### config.mk
export PLATFORM = sky130hd
export DESIGN_NAME = dipin_port
export DESIGN_NICKNAME = d
export VERILOG_FILES = /design/src/dipin_pkg.sv /design/src/dipin_port.sv
export VERILOG_INCLUDE_DIRS = /design/src /design/src/src
export SDC_FILE = /design/constraint.sdc
export NUM_CORES = 1
export LEC_CHECK = 0
export BUFFER_PORTS_ARGS = -buffer_cell sky130_fd_sc_hd__buf_4
export CORE_UTILIZATION = 45
export DETAILED_ROUTE_END_ITERATION = 6
export SLEW_MARGIN = 15
export SYNTH_ARGS = -nofsm -noshare
export SYNTH_HDL_FRONTEND = slang
export SYNTH_SLANG_ARGS = --single-unit
### constraint.sdc
create_clock -name clk -period 8.8 [get_ports clk]
set_input_delay 1.32 -clock clk [delete_from_list [all_inputs] [get_ports clk]]
set_output_delay 1.32 -clock clk [all_outputs]
set_load 0.05 [all_outputs]
### src/dipin_cfg.svh
// Constants for the debounced isolated input port
`ifndef DIPIN_CFG_SVH
`define DIPIN_CFG_SVH
`define DIPIN_CLK_HZ        50000000
`define DIPIN_DELAY_SHORT_US 500
`define DIPIN_DELAY_MID_US   5000
`define DIPIN_DELAY_LONG_US  10000
`define DIPIN_STABLE_TICKS  3'h4
`define DIPIN_RT_SHORT      2'h1
`define DIPIN_RT_MID        2'h2
`define DIPIN_RT_LONG       2'h3
`define DIPIN_RT_RESET      2'h2
`define DIPIN_RT_NONE       2'h0
`define DIPIN_LINE_EDGE     15
`define DIPIN_VEC_LOW_MASK  8'hf8
`endif

### src/dipin_pkg.sv
// Types for the debounced isolated input port
package dipin_pkg;
    typedef struct packed {
        logic [1:0] resp_time;
        logic       low_range_select;
    } dipin_mode_t;

    typedef struct packed {
        logic irq_enable_bit;
        logic rise_edge_enable;
        logic fall_edge_enable;
    } dipin_ctrl_t;
endpackage

### src/dipin_port.sv
// Debounced isolated sixteen-line input port
`timescale 1ns/1ps
`default_nettype none
`include "dipin_cfg.svh"

// Overview of operation
// - Buffer shows all sixteen clean input levels
// - Output follows after four stable tick periods
// - Mode code sets total bounce delay
// - Reset selects the five millisecond delay
// - Bit three selects low input range
// - Reset clears low range select
// - Rising line 15 sets request flag
// - Falling line 15 sets request flag
// - Interrupt requested only while enable set
// - Respond to own address, give vector
// - Host writes one clears; test sets
// - Line 15 interrupt uses vector low zero
// - Codes one to three valid, zero not
module dipin_port #(
    parameter int          WIDTH       = 16,
    parameter int unsigned SHORT_TICK  = (`DIPIN_CLK_HZ / 1000000) * `DIPIN_DELAY_SHORT_US / 4,
    parameter int unsigned MID_TICK    = (`DIPIN_CLK_HZ / 1000000) * `DIPIN_DELAY_MID_US / 4,
    parameter int unsigned LONG_TICK   = (`DIPIN_CLK_HZ / 1000000) * `DIPIN_DELAY_LONG_US / 4
) (
    // Clock and reset
    input  wire logic                  clk,
    input  wire logic                  rst,
    // Field inputs
    input  wire logic [WIDTH-1:0]      field_in,
    // Configuration
    input  wire dipin_pkg::dipin_mode_t mode_in,
    input  wire logic                  mode_we,
    input  wire dipin_pkg::dipin_ctrl_t ctrl_in,
    input  wire logic                  ctrl_we,
    input  wire logic                  flag_clear,
    input  wire logic                  request_test_bit,
    // Bus select and vector
    input  wire logic [7:0]            vector_base,
    input  wire logic                  bus_sel,
    input  wire logic                  irq_ack,
    // Status
    output logic [WIDTH-1:0]           input_buffer,
    output dipin_pkg::dipin_mode_t     mode_out,
    output dipin_pkg::dipin_ctrl_t     ctrl_out,
    output logic                       edge_request_flag,
    output logic                       low_range_select,
    output logic                       irq_req,
    output logic [7:0]                 vector_out,
    output logic                       vector_valid
);
    import dipin_pkg::*;

    function automatic logic [31:0] tick_len(input logic [1:0] rt);
        if (rt == `DIPIN_RT_SHORT) begin
            tick_len = SHORT_TICK;
        end else if (rt == `DIPIN_RT_LONG) begin
            tick_len = LONG_TICK;
        end else begin
            tick_len = MID_TICK;
        end
    endfunction

    // Three-stage input synchroniser
    logic [WIDTH-1:0] s1_q, s2_q, s3_q;
    logic [WIDTH-1:0] agree;
    assign agree = ~(s2_q ^ s3_q);

    // Configuration state
    dipin_mode_t mode_q, mode_d;
    dipin_ctrl_t ctrl_q, ctrl_d;
    logic        flag_q, flag_d;
    logic [31:0] div_q, div_d;
    logic        tick;
    logic [WIDTH-1:0] clean_q, clean_d;
    logic [2:0]  cnt_q [WIDTH];
    logic [2:0]  cnt_d [WIDTH];
    logic        prev15_q, prev15_d;
    logic        rise, fall;
    logic [7:0]  vec_q, vec_d;
    logic        vval_q, vval_d;

    always_comb begin
        mode_d = mode_q;
        if (mode_we && bus_sel && mode_in.resp_time != `DIPIN_RT_NONE) begin
            mode_d = mode_in;
        end else if (mode_we && bus_sel) begin
            mode_d.low_range_select = mode_in.low_range_select;
        end
        ctrl_d = ctrl_q;
        if (ctrl_we && bus_sel) begin
            ctrl_d = ctrl_in;
        end
    end

    // Debounce tick divider
    always_comb begin
        tick  = (div_q >= tick_len(mode_q.resp_time) - 32'h1);
        div_d = tick ? 32'h0 : div_q + 32'h1;
    end

    // Debounce: level must stay for four ticks
    always_comb begin
        clean_d = clean_q;
        for (int i = 0; i < WIDTH; i++) begin
            cnt_d[i] = cnt_q[i];
            if (agree[i] && s3_q[i] == clean_q[i]) begin
                cnt_d[i] = 3'h0;
            end else if (agree[i] && tick) begin
                if (cnt_q[i] == `DIPIN_STABLE_TICKS - 3'h1) begin
                    clean_d[i] = s3_q[i];
                    cnt_d[i]   = 3'h0;
                end else begin
                    cnt_d[i] = cnt_q[i] + 3'h1;
                end
            end else if (!agree[i]) begin
                cnt_d[i] = 3'h0;
            end
        end
    end

    // Edge capture on line 15
    always_comb begin
        prev15_d = clean_q[`DIPIN_LINE_EDGE];
        rise = clean_q[`DIPIN_LINE_EDGE] & ~prev15_q & ctrl_q.rise_edge_enable;
        fall = ~clean_q[`DIPIN_LINE_EDGE] & prev15_q & ctrl_q.fall_edge_enable;
        flag_d = flag_q;
        if (flag_clear && bus_sel) begin
            flag_d = 1'b0;
        end
        if (rise || fall || (request_test_bit && bus_sel)) begin
            flag_d = 1'b1;
        end
    end

    // Vector supply on acknowledge
    always_comb begin
        vval_d = irq_ack && irq_req;
        vec_d  = vval_d ? (vector_base & `DIPIN_VEC_LOW_MASK) : vec_q;
    end

    always_ff @(posedge clk or posedge rst) begin
        if (rst) begin
            s1_q     <= '0;
            s2_q     <= '0;
            s3_q     <= '0;
            mode_q   <= '{resp_time: `DIPIN_RT_RESET, low_range_select: 1'b0};
            ctrl_q   <= '0;
            flag_q   <= 1'b0;
            div_q    <= 32'h0;
            clean_q  <= '0;
            for (int i = 0; i < WIDTH; i++) begin
                cnt_q[i] <= 3'h0;
            end
            prev15_q <= 1'b0;
            vec_q    <= 8'h0;
            vval_q   <= 1'b0;
        end else begin
            s1_q     <= field_in;
            s2_q     <= s1_q;
            s3_q     <= s2_q;
            mode_q   <= mode_d;
            ctrl_q   <= ctrl_d;
            flag_q   <= flag_d;
            div_q    <= div_d;
            clean_q  <= clean_d;
            cnt_q    <= cnt_d;
            prev15_q <= prev15_d;
            vec_q    <= vec_d;
            vval_q   <= vval_d;
        end
    end

    assign input_buffer      = clean_q;
    assign mode_out          = mode_q;
    assign ctrl_out          = ctrl_q;
    assign edge_request_flag = flag_q;
    assign low_range_select  = mode_q.low_range_select;
    assign irq_req           = flag_q & ctrl_q.irq_enable_bit;
    assign vector_out        = vec_q;
    assign vector_valid      = vval_q;

    a_flag_rise: assert property (@(posedge clk) disable iff (rst)
        rise |=> flag_q) else $error("rising edge did not set flag");
    a_flag_fall: assert property (@(posedge clk) disable iff (rst)
        fall |=> flag_q) else $error("falling edge did not set flag");
    a_irq_gate: assert property (@(posedge clk) disable iff (rst)
        irq_req |-> (flag_q && ctrl_q.irq_enable_bit)) else $error("irq without enable");
    a_clean_stable: assert property (@(posedge clk) disable iff (rst)
        $changed(clean_q) |-> $past(tick)) else $error("clean changed off tick");
    a_set_wins: assert property (@(posedge clk) disable iff (rst)
        (flag_clear && bus_sel && rise) |=> flag_q) else $error("clear beat edge");
    a_clear_flag: assert property (@(posedge clk) disable iff (rst)
        (flag_clear && bus_sel && !rise && !fall && !request_test_bit) |=> !flag_q)
        else $error("flag not cleared");
    a_vector_low: assert property (@(posedge clk) disable iff (rst)
        vector_valid |-> vector_out[2:0] == 3'h0) else $error("vector low digit nonzero");
    a_rt_valid: assert property (@(posedge clk) disable iff (rst)
        mode_q.resp_time != `DIPIN_RT_NONE) else $error("response code zero");
    a_edge_once: assert property (@(posedge clk) disable iff (rst)
        rise |=> !rise) else $error("edge counted twice");

    // Bus, flag and vector checks
    a_foreign_ignored: assert property (@(posedge clk) disable iff (rst)
        !bus_sel |=> (mode_q == $past(mode_q) && ctrl_q == $past(ctrl_q)))
        else $error("write taken without select");
    a_lls_write: assert property (@(posedge clk) disable iff (rst)
        (mode_we && bus_sel) |=> low_range_select == $past(mode_in.low_range_select))
        else $error("low range select not written");
    a_test_sets: assert property (@(posedge clk) disable iff (rst)
        (request_test_bit && bus_sel) |=> flag_q)
        else $error("test bit did not set flag");
    a_flag_holds: assert property (@(posedge clk) disable iff (rst)
        (flag_q && !(flag_clear && bus_sel)) |=> flag_q)
        else $error("flag dropped without clear");
    a_no_spurious: assert property (@(posedge clk) disable iff (rst)
        (!flag_q && !rise && !fall && !(request_test_bit && bus_sel)) |=> !flag_q)
        else $error("flag set without cause");
    a_vector_ack: assert property (@(posedge clk) disable iff (rst)
        (irq_ack && irq_req) |=> (vector_valid &&
            vector_out == ($past(vector_base) & `DIPIN_VEC_LOW_MASK)))
        else $error("vector not supplied on acknowledge");
endmodule // dipin_port
`default_nettype wire

* Word level (Yosys, flattened, before mapping)
Cells that the tools add are included.
Cells by class: eq/ne operators 50, add/sub/neg operators 18, $lt $le $gt $ge 1, mux-type cells 71, reductions and logical operators 59, bitwise operators 25
Operators with widths (count):
- $mux 3 | 64
- $add 3x1->3 const B | 16
- $eq 3x2->1 const B | 16
- $ne 3x1->1 const B | 16
- $reduce_and 3->1 | 16
- $logic_and 1x1->1 | 38
- $mux 17 | 2
- $add 32x1->32 const B | 1
- $ge 32x32->1 | 1
- $mux 32 | 1
- $sub 32x1->32 const B | 1
- $not 1->1 | 18
- $eq 1x1->1 | 16
- $not 16->16 | 1
- $xor 16x16->16 | 1
- $reduce_bool 2->1 | 3
- $and 1x1->1 | 5
- $mux 1 | 4
- $eq 2x1->1 const B | 1
- $eq 2x2->1 const B | 1
- $logic_or 1x1->1 | 2
Storage, ports and cells: input bits 38, logic and storage cells 269, flip-flop bits (word level) 158, output and inout port bits 34

* Logic depth before layout (Yosys ltp)
depth after elaboration 8, depth in mapped cells 12, mapped depth without buffers 8

* Worst setup path before layout
OpenSTA, ideal clock, no wires.
path kind register to register, from reg mode_q (netlist bit mode_out[2]), to reg clean_q[10] (netlist: input_buffer[10]), stages on the path, launching flop included 13, setup slack 5963 ps, arrival 2703 ps, library setup time 134 ps, cells stage by stage dfstp_2 -> nand2b_1 -> buf_2 -> inv_1 -> ha_1 -> a21oi_1 -> o21ai_0 -> o2111ai_2 -> o2111a_1 -> buf_2 -> buf_6 -> buf_6 -> o211ai_2
Between the ends: longest elaborated chain between the ends 7
RTL lines:
- start, declared | RTL line dipin_port.sv:70 | dipin_mode_t mode_q, mode_d;
- start signal, assigned | RTL line dipin_port.sv:147 | mode_q <= '{resp_time: `DIPIN_RT_RESET, low_range_select: 1'b0};
- start signal, assigned | RTL line dipin_port.sv:162 | mode_q <= mode_d;
- $eq 2x2->1 (no line)
- $mux 17 | RTL line dipin_port.sv:57 | end else if (rt == `DIPIN_RT_LONG) begin
- $mux 17 * | RTL line dipin_port.sv:55 | if (rt == `DIPIN_RT_SHORT) begin
- $sub 32x1->32 * | RTL line dipin_port.sv:98 | tick = (div_q >= tick_len(mode_q.resp_time) - 32'h1);
- $ge 32x32->1 * | RTL line dipin_port.sv:98
- $logic_and 1x1->1 * | RTL line dipin_port.sv:109 | end else if (agree[i] && tick) begin
- $reduce_and 3->1 (no line) *
- end signal, assigned | RTL line dipin_port.sv:166 | clean_q <= clean_d;
- end, declared | RTL line dipin_port.sv:75 | logic [WIDTH-1:0] clean_q, clean_d;
Mark *: on every way between the ends. The rest lies on a longest branch, timed or not. A chain may end at the register's enable or synchronous reset.

* Worst setup path after layout
from reg mode_q (netlist bit mode_out[2]), to reg cnt_q[40] (netlist bit)
Between the ends: longest elaborated chain between the ends 8
RTL lines:
- $eq 2x2->1 (no line)
- $mux 17 | RTL line dipin_port.sv:57
- $mux 17 * | RTL line dipin_port.sv:55
- $sub 32x1->32 * | RTL line dipin_port.sv:98
- $ge 32x32->1 * | RTL line dipin_port.sv:98
- $logic_and 1x1->1 * | RTL line dipin_port.sv:109
- $mux 3 | RTL line dipin_port.sv:109
- $mux 3 | RTL line dipin_port.sv:107 | if (agree[i] && s3_q[i] == clean_q[i]) begin
- end signal, assigned | RTL line dipin_port.sv:167 | cnt_q <= cnt_d;
- end, declared | RTL line dipin_port.sv:76 | logic [2:0] cnt_q [WIDTH];
Marks and branches as above.

==> reports/metrics.cfg <==
[cts]
clock_insertion_delay_worst_skew_ns = 0.43
numCtsBuffers = 17
clkTransAtPathRegs_ns = 0.06
cts_tree = yes
cts_num_sinks = 158
cts_resized = 0
ctsHoldBuffers = 0
cts-htree-levels = 4
postCtsSetupBuffers = 0
cts_root_buf = clkbuf_16
max-clock-path-buffers = 2

[synthesis]
synth-edff-count = 0
ys_ff_latch = 158
synthesis.area_um2 = 7080
netlist.area_leader.share_pct = 55.5
yosysTopAreaCell = dfrtp_1
netlist_top_cells_count = 157 x dfrtp_1, 138 x nand2_1, 41 x nor2_1
post_synth_main_area_contributors = dfrtp_1 56%, nand2_1 7.3%, ha_1 5.1%
synth-async-reset-ratio_pct = 100
synthDistinctLibCells = 42
synthMostInstantiatedCell = dfrtp_1
synthesis.area_per_instance_um2 = 11.0
gate_count_post_synth = 643
post_synthesis_sequential_area_ratio_pct = 55.9
ys_dominant_reg_cell = dfrtp_1
yosys_warnings = 0

[drt]
dr.max_layer_used = met4
detailed_route_iter0_violations = 248
drt-met1-wl_mm = 6.37
drc_errors = 0
detail_route.wirelength_mm = 13.8
met2WireLength_mm = 6.79
routedWlPerCell_um = 14.4
wl_met3_um = 431
detailedRoute.firstPassIterationCount = 4
drt.antenna.violating_nets = 0
via_per_inst = 5.15
detailroute.via_count = 4924

[critical_path]
crit_path_largest_cell_delay_ns = 0.88
crit_fanout = 30
cp-start-kind = register
worstSetupPathType = reg2reg
critical_path.slowest_cell = a221oi_4
regToRegStartpoint = mode_out[2]$_DFFE_PP1P_
worst_setup_path_end_kind = register
worst-path-buf-inv = 1
cell_chain_critical_path = and2_1, ha_1, a21o_1, a21o_1, a221oi_4, o2111a_2, buf_4, mux2i_1
crit_start = mode_out[2]$_DFFE_PP1P_
timing.critical_path.mode_cell = a21o_1
timing.critical_path.max_delay_family = compound AO/OA/AOI/OAI gates
data_required_critical_path_ns = 9.15
cp_data_arrival_time_ns = 4.26

[final_layout]
drive_above_1_share_pct = 17.7
finalNetCount = 799
n_antenna_cell = 0
area_growth_syn_to_layout_pct = 20.0
postLayoutCellArea_um2 = 8490

[floorplan]
io-pin-count = 72
floorplan.die.width_um = 127
fp.coreArea_um2 = 15300
total_die_area_um2 = 16200
placement_rows = 45
die_height_um = 127
initial_utilization_pct = 46.4

[hold_path]
hold_path_class = reg2reg
min-delay-start = s1_q[4]$_DFF_PP0_

[sta]
slew_violations = 0
finalSetupTns_ns = 0
rsz0062_at_grt = false
slew_limit_headroom_pct = 29.8
postLayoutSetupSlackWorst_ns = 4.89
layout_worst_path_cycle_share_pct = 44.5
clock-skew-final_ns = 0.00781
fin_crit_ns = 3.91
report.final.hold_viol_count = 0
maxClockFrequency_mhz = 255
max_slew.worst_pin.slew_ns = 1.05
setup_violations = 0

[grt]
globalRouteOverflowTotal = 0
antenna_found_initial = 0
grt_pass1_wl_mm = 23.6
grt_max_degree = 86
grt_pass1_vias = 5069
grt_util_all_layers_pct = 18.7

[pwr]
p_switching_uw = 553
vdd_drop_max_mv = 0.188
pwr-share-clk_pct = 40.4
switching_share_pct = 28.2
power.internal_mw = 1.41
power.combinational.fraction_pct = 16.9
total_leakage_power_nw = 3.72
power_density_nw_per_um2 = 231
power.sequential.fraction_pct = 42.8

[outcome]
outcome = completed

[run]
max-cap-violations = 0

[placed_design]
dp_worst_setup_slack_ns = 4.86
gpl.final_weighted_congestion = 0.738
detailedPlacementHpwl_mm = 8.71
detailed_place.area_um2 = 7850
placement.io_buffers = 65

[cell families (layout without fill, tap and decap cells)]
kind of cell / count (synthesis) / count (layout) / synth area share (%)
multiplexers: 41 / 41 / 5.96
AND/OR/NAND/NOR: 287 / 287 / 19.3
XOR/XNOR: 17 / 17 / 2.10
adder cells (fa/ha/maj): 29 / 29 / 5.13
AO/OA/AOI/OAI: 82 / 82 / 9.49
buffers and inverters: 27 / 112 / 2.05
flip-flops: 158 / 158 / 55.9
other: 2 / 19 / 0.106
[area by class of cell]
class | instances | area [um2]
fillers | 1327 | 6760
flip-flops and latches | 158 | 3960
multi-input cells | 475 | 3050
repair buffers | 73 | 552
clock buffers | 23 | 488
well taps | 211 | 264
clock inverters | 9 | 155
inverters | 7 | 31.3
[power by group through the flow]
stage | registers, mW | logic, mW | clock network [mW]
floorplan | 0.944 | 0.141 | 0
global placement | 0.849 | 0.324 | 0
detailed placement | 0.853 | 0.333 | 0
CTS | 0.840 | 0.335 | 0.808
global route | 0.849 | 0.360 | 0.838
finish | 0.839 | 0.331 | 0.793
[cell usage in the layout, fill, tap and decap left out, types with 2 or more instances in the layout]
master     synthesis  routed
dfrtp_1          157     157
nand2_1          138     138
buf_4              6      72
nor2_1            41      41
mux2i_1           32      32
ha_1              29      29
nand3_1           24      24
a21oi_1           19      19
conb_1             2      19
nand2b_1          17      17
nor2b_1           17      17
clkbuf_16          0      17
o22ai_1           16      16
nor3b_1           16      16
o2111ai_1         17      16
o211ai_2          11      11
nand3b_1          10      10
mux2_2             9       9
xor2_1             9       9
xnor2_1            8       8
nand4_1            7       7
o211ai_1           7       7
inv_1              7       6
nor3_1             4       4
nor4_1             4       4
and2_1             4       4
clkbuf_8           0       4
bufinv_16          0       4
a21o_1             2       2
o21ai_0            2       2
o2111ai_2          1       2
and4_1             2       2
and3_1             2       2
inv_6              0       2
clkbuf_1           7       2
clkinv_2           0       2
[registers in the layout (all words and copies together), names as in the netlist]
| name | count |
|---|---|
| s1_q | 16 |
| mode_out | 2 |
| ctrl_out | 3 |
| input_buffer | 16 |
| edge_request_flag | 1 |
| s3_q | 16 |
| vector_valid | 1 |
| prev15_q | 1 |
| vector_out | 5 |
| cnt_q | 48 |
| div_q | 32 |
| s2_q | 16 |
| low_range_select | 1 |
[final timing paths]
path                       cells after the start  slack, ns                     to
min in group asynchronous                      2       1.00     s3_q[15]$_DFF_PP0_
max reg2reg                                    8       4.89  cnt_q[40]$_DFFE_PP0P_
max                                            8       4.89  cnt_q[40]$_DFFE_PP0P_
min reg2reg                                    0       0.35      s2_q[4]$_DFF_PP0_
max in group asynchronous                      3       6.58  cnt_q[22]$_DFFE_PP0P_
min                                            0       0.35      s2_q[4]$_DFF_PP0_
[metrics by stage]
step | cells | total power, mW | utilization (%) | hold WS (ns)
finish | 956 | 1.96 | 55.7 | 0.346
global route | 956 | 2.05 | 55.7 | 0.353
CTS | 956 | 1.98 | 55.6 | 0.348
detailed placement | 924 | 1.19 | 51.4 | 0.335
global placement | 924 | 1.17 | 51.4 | 0.332
floorplan | 660 | 1.09 | - | 0.331
[per-layer routing]
| metal | vias to the layer above | GRT usage, % |
|---|---|---|
| li1 | 2414 | - |
| met1 | 2427 | 22.5 |
| met2 | 69 | 32.2 |
| met3 | 14 | 4.40 |
| met4 | 0 | 7.63 |
| met5 | - | 0 |
(Power assumes the default switching activity.)
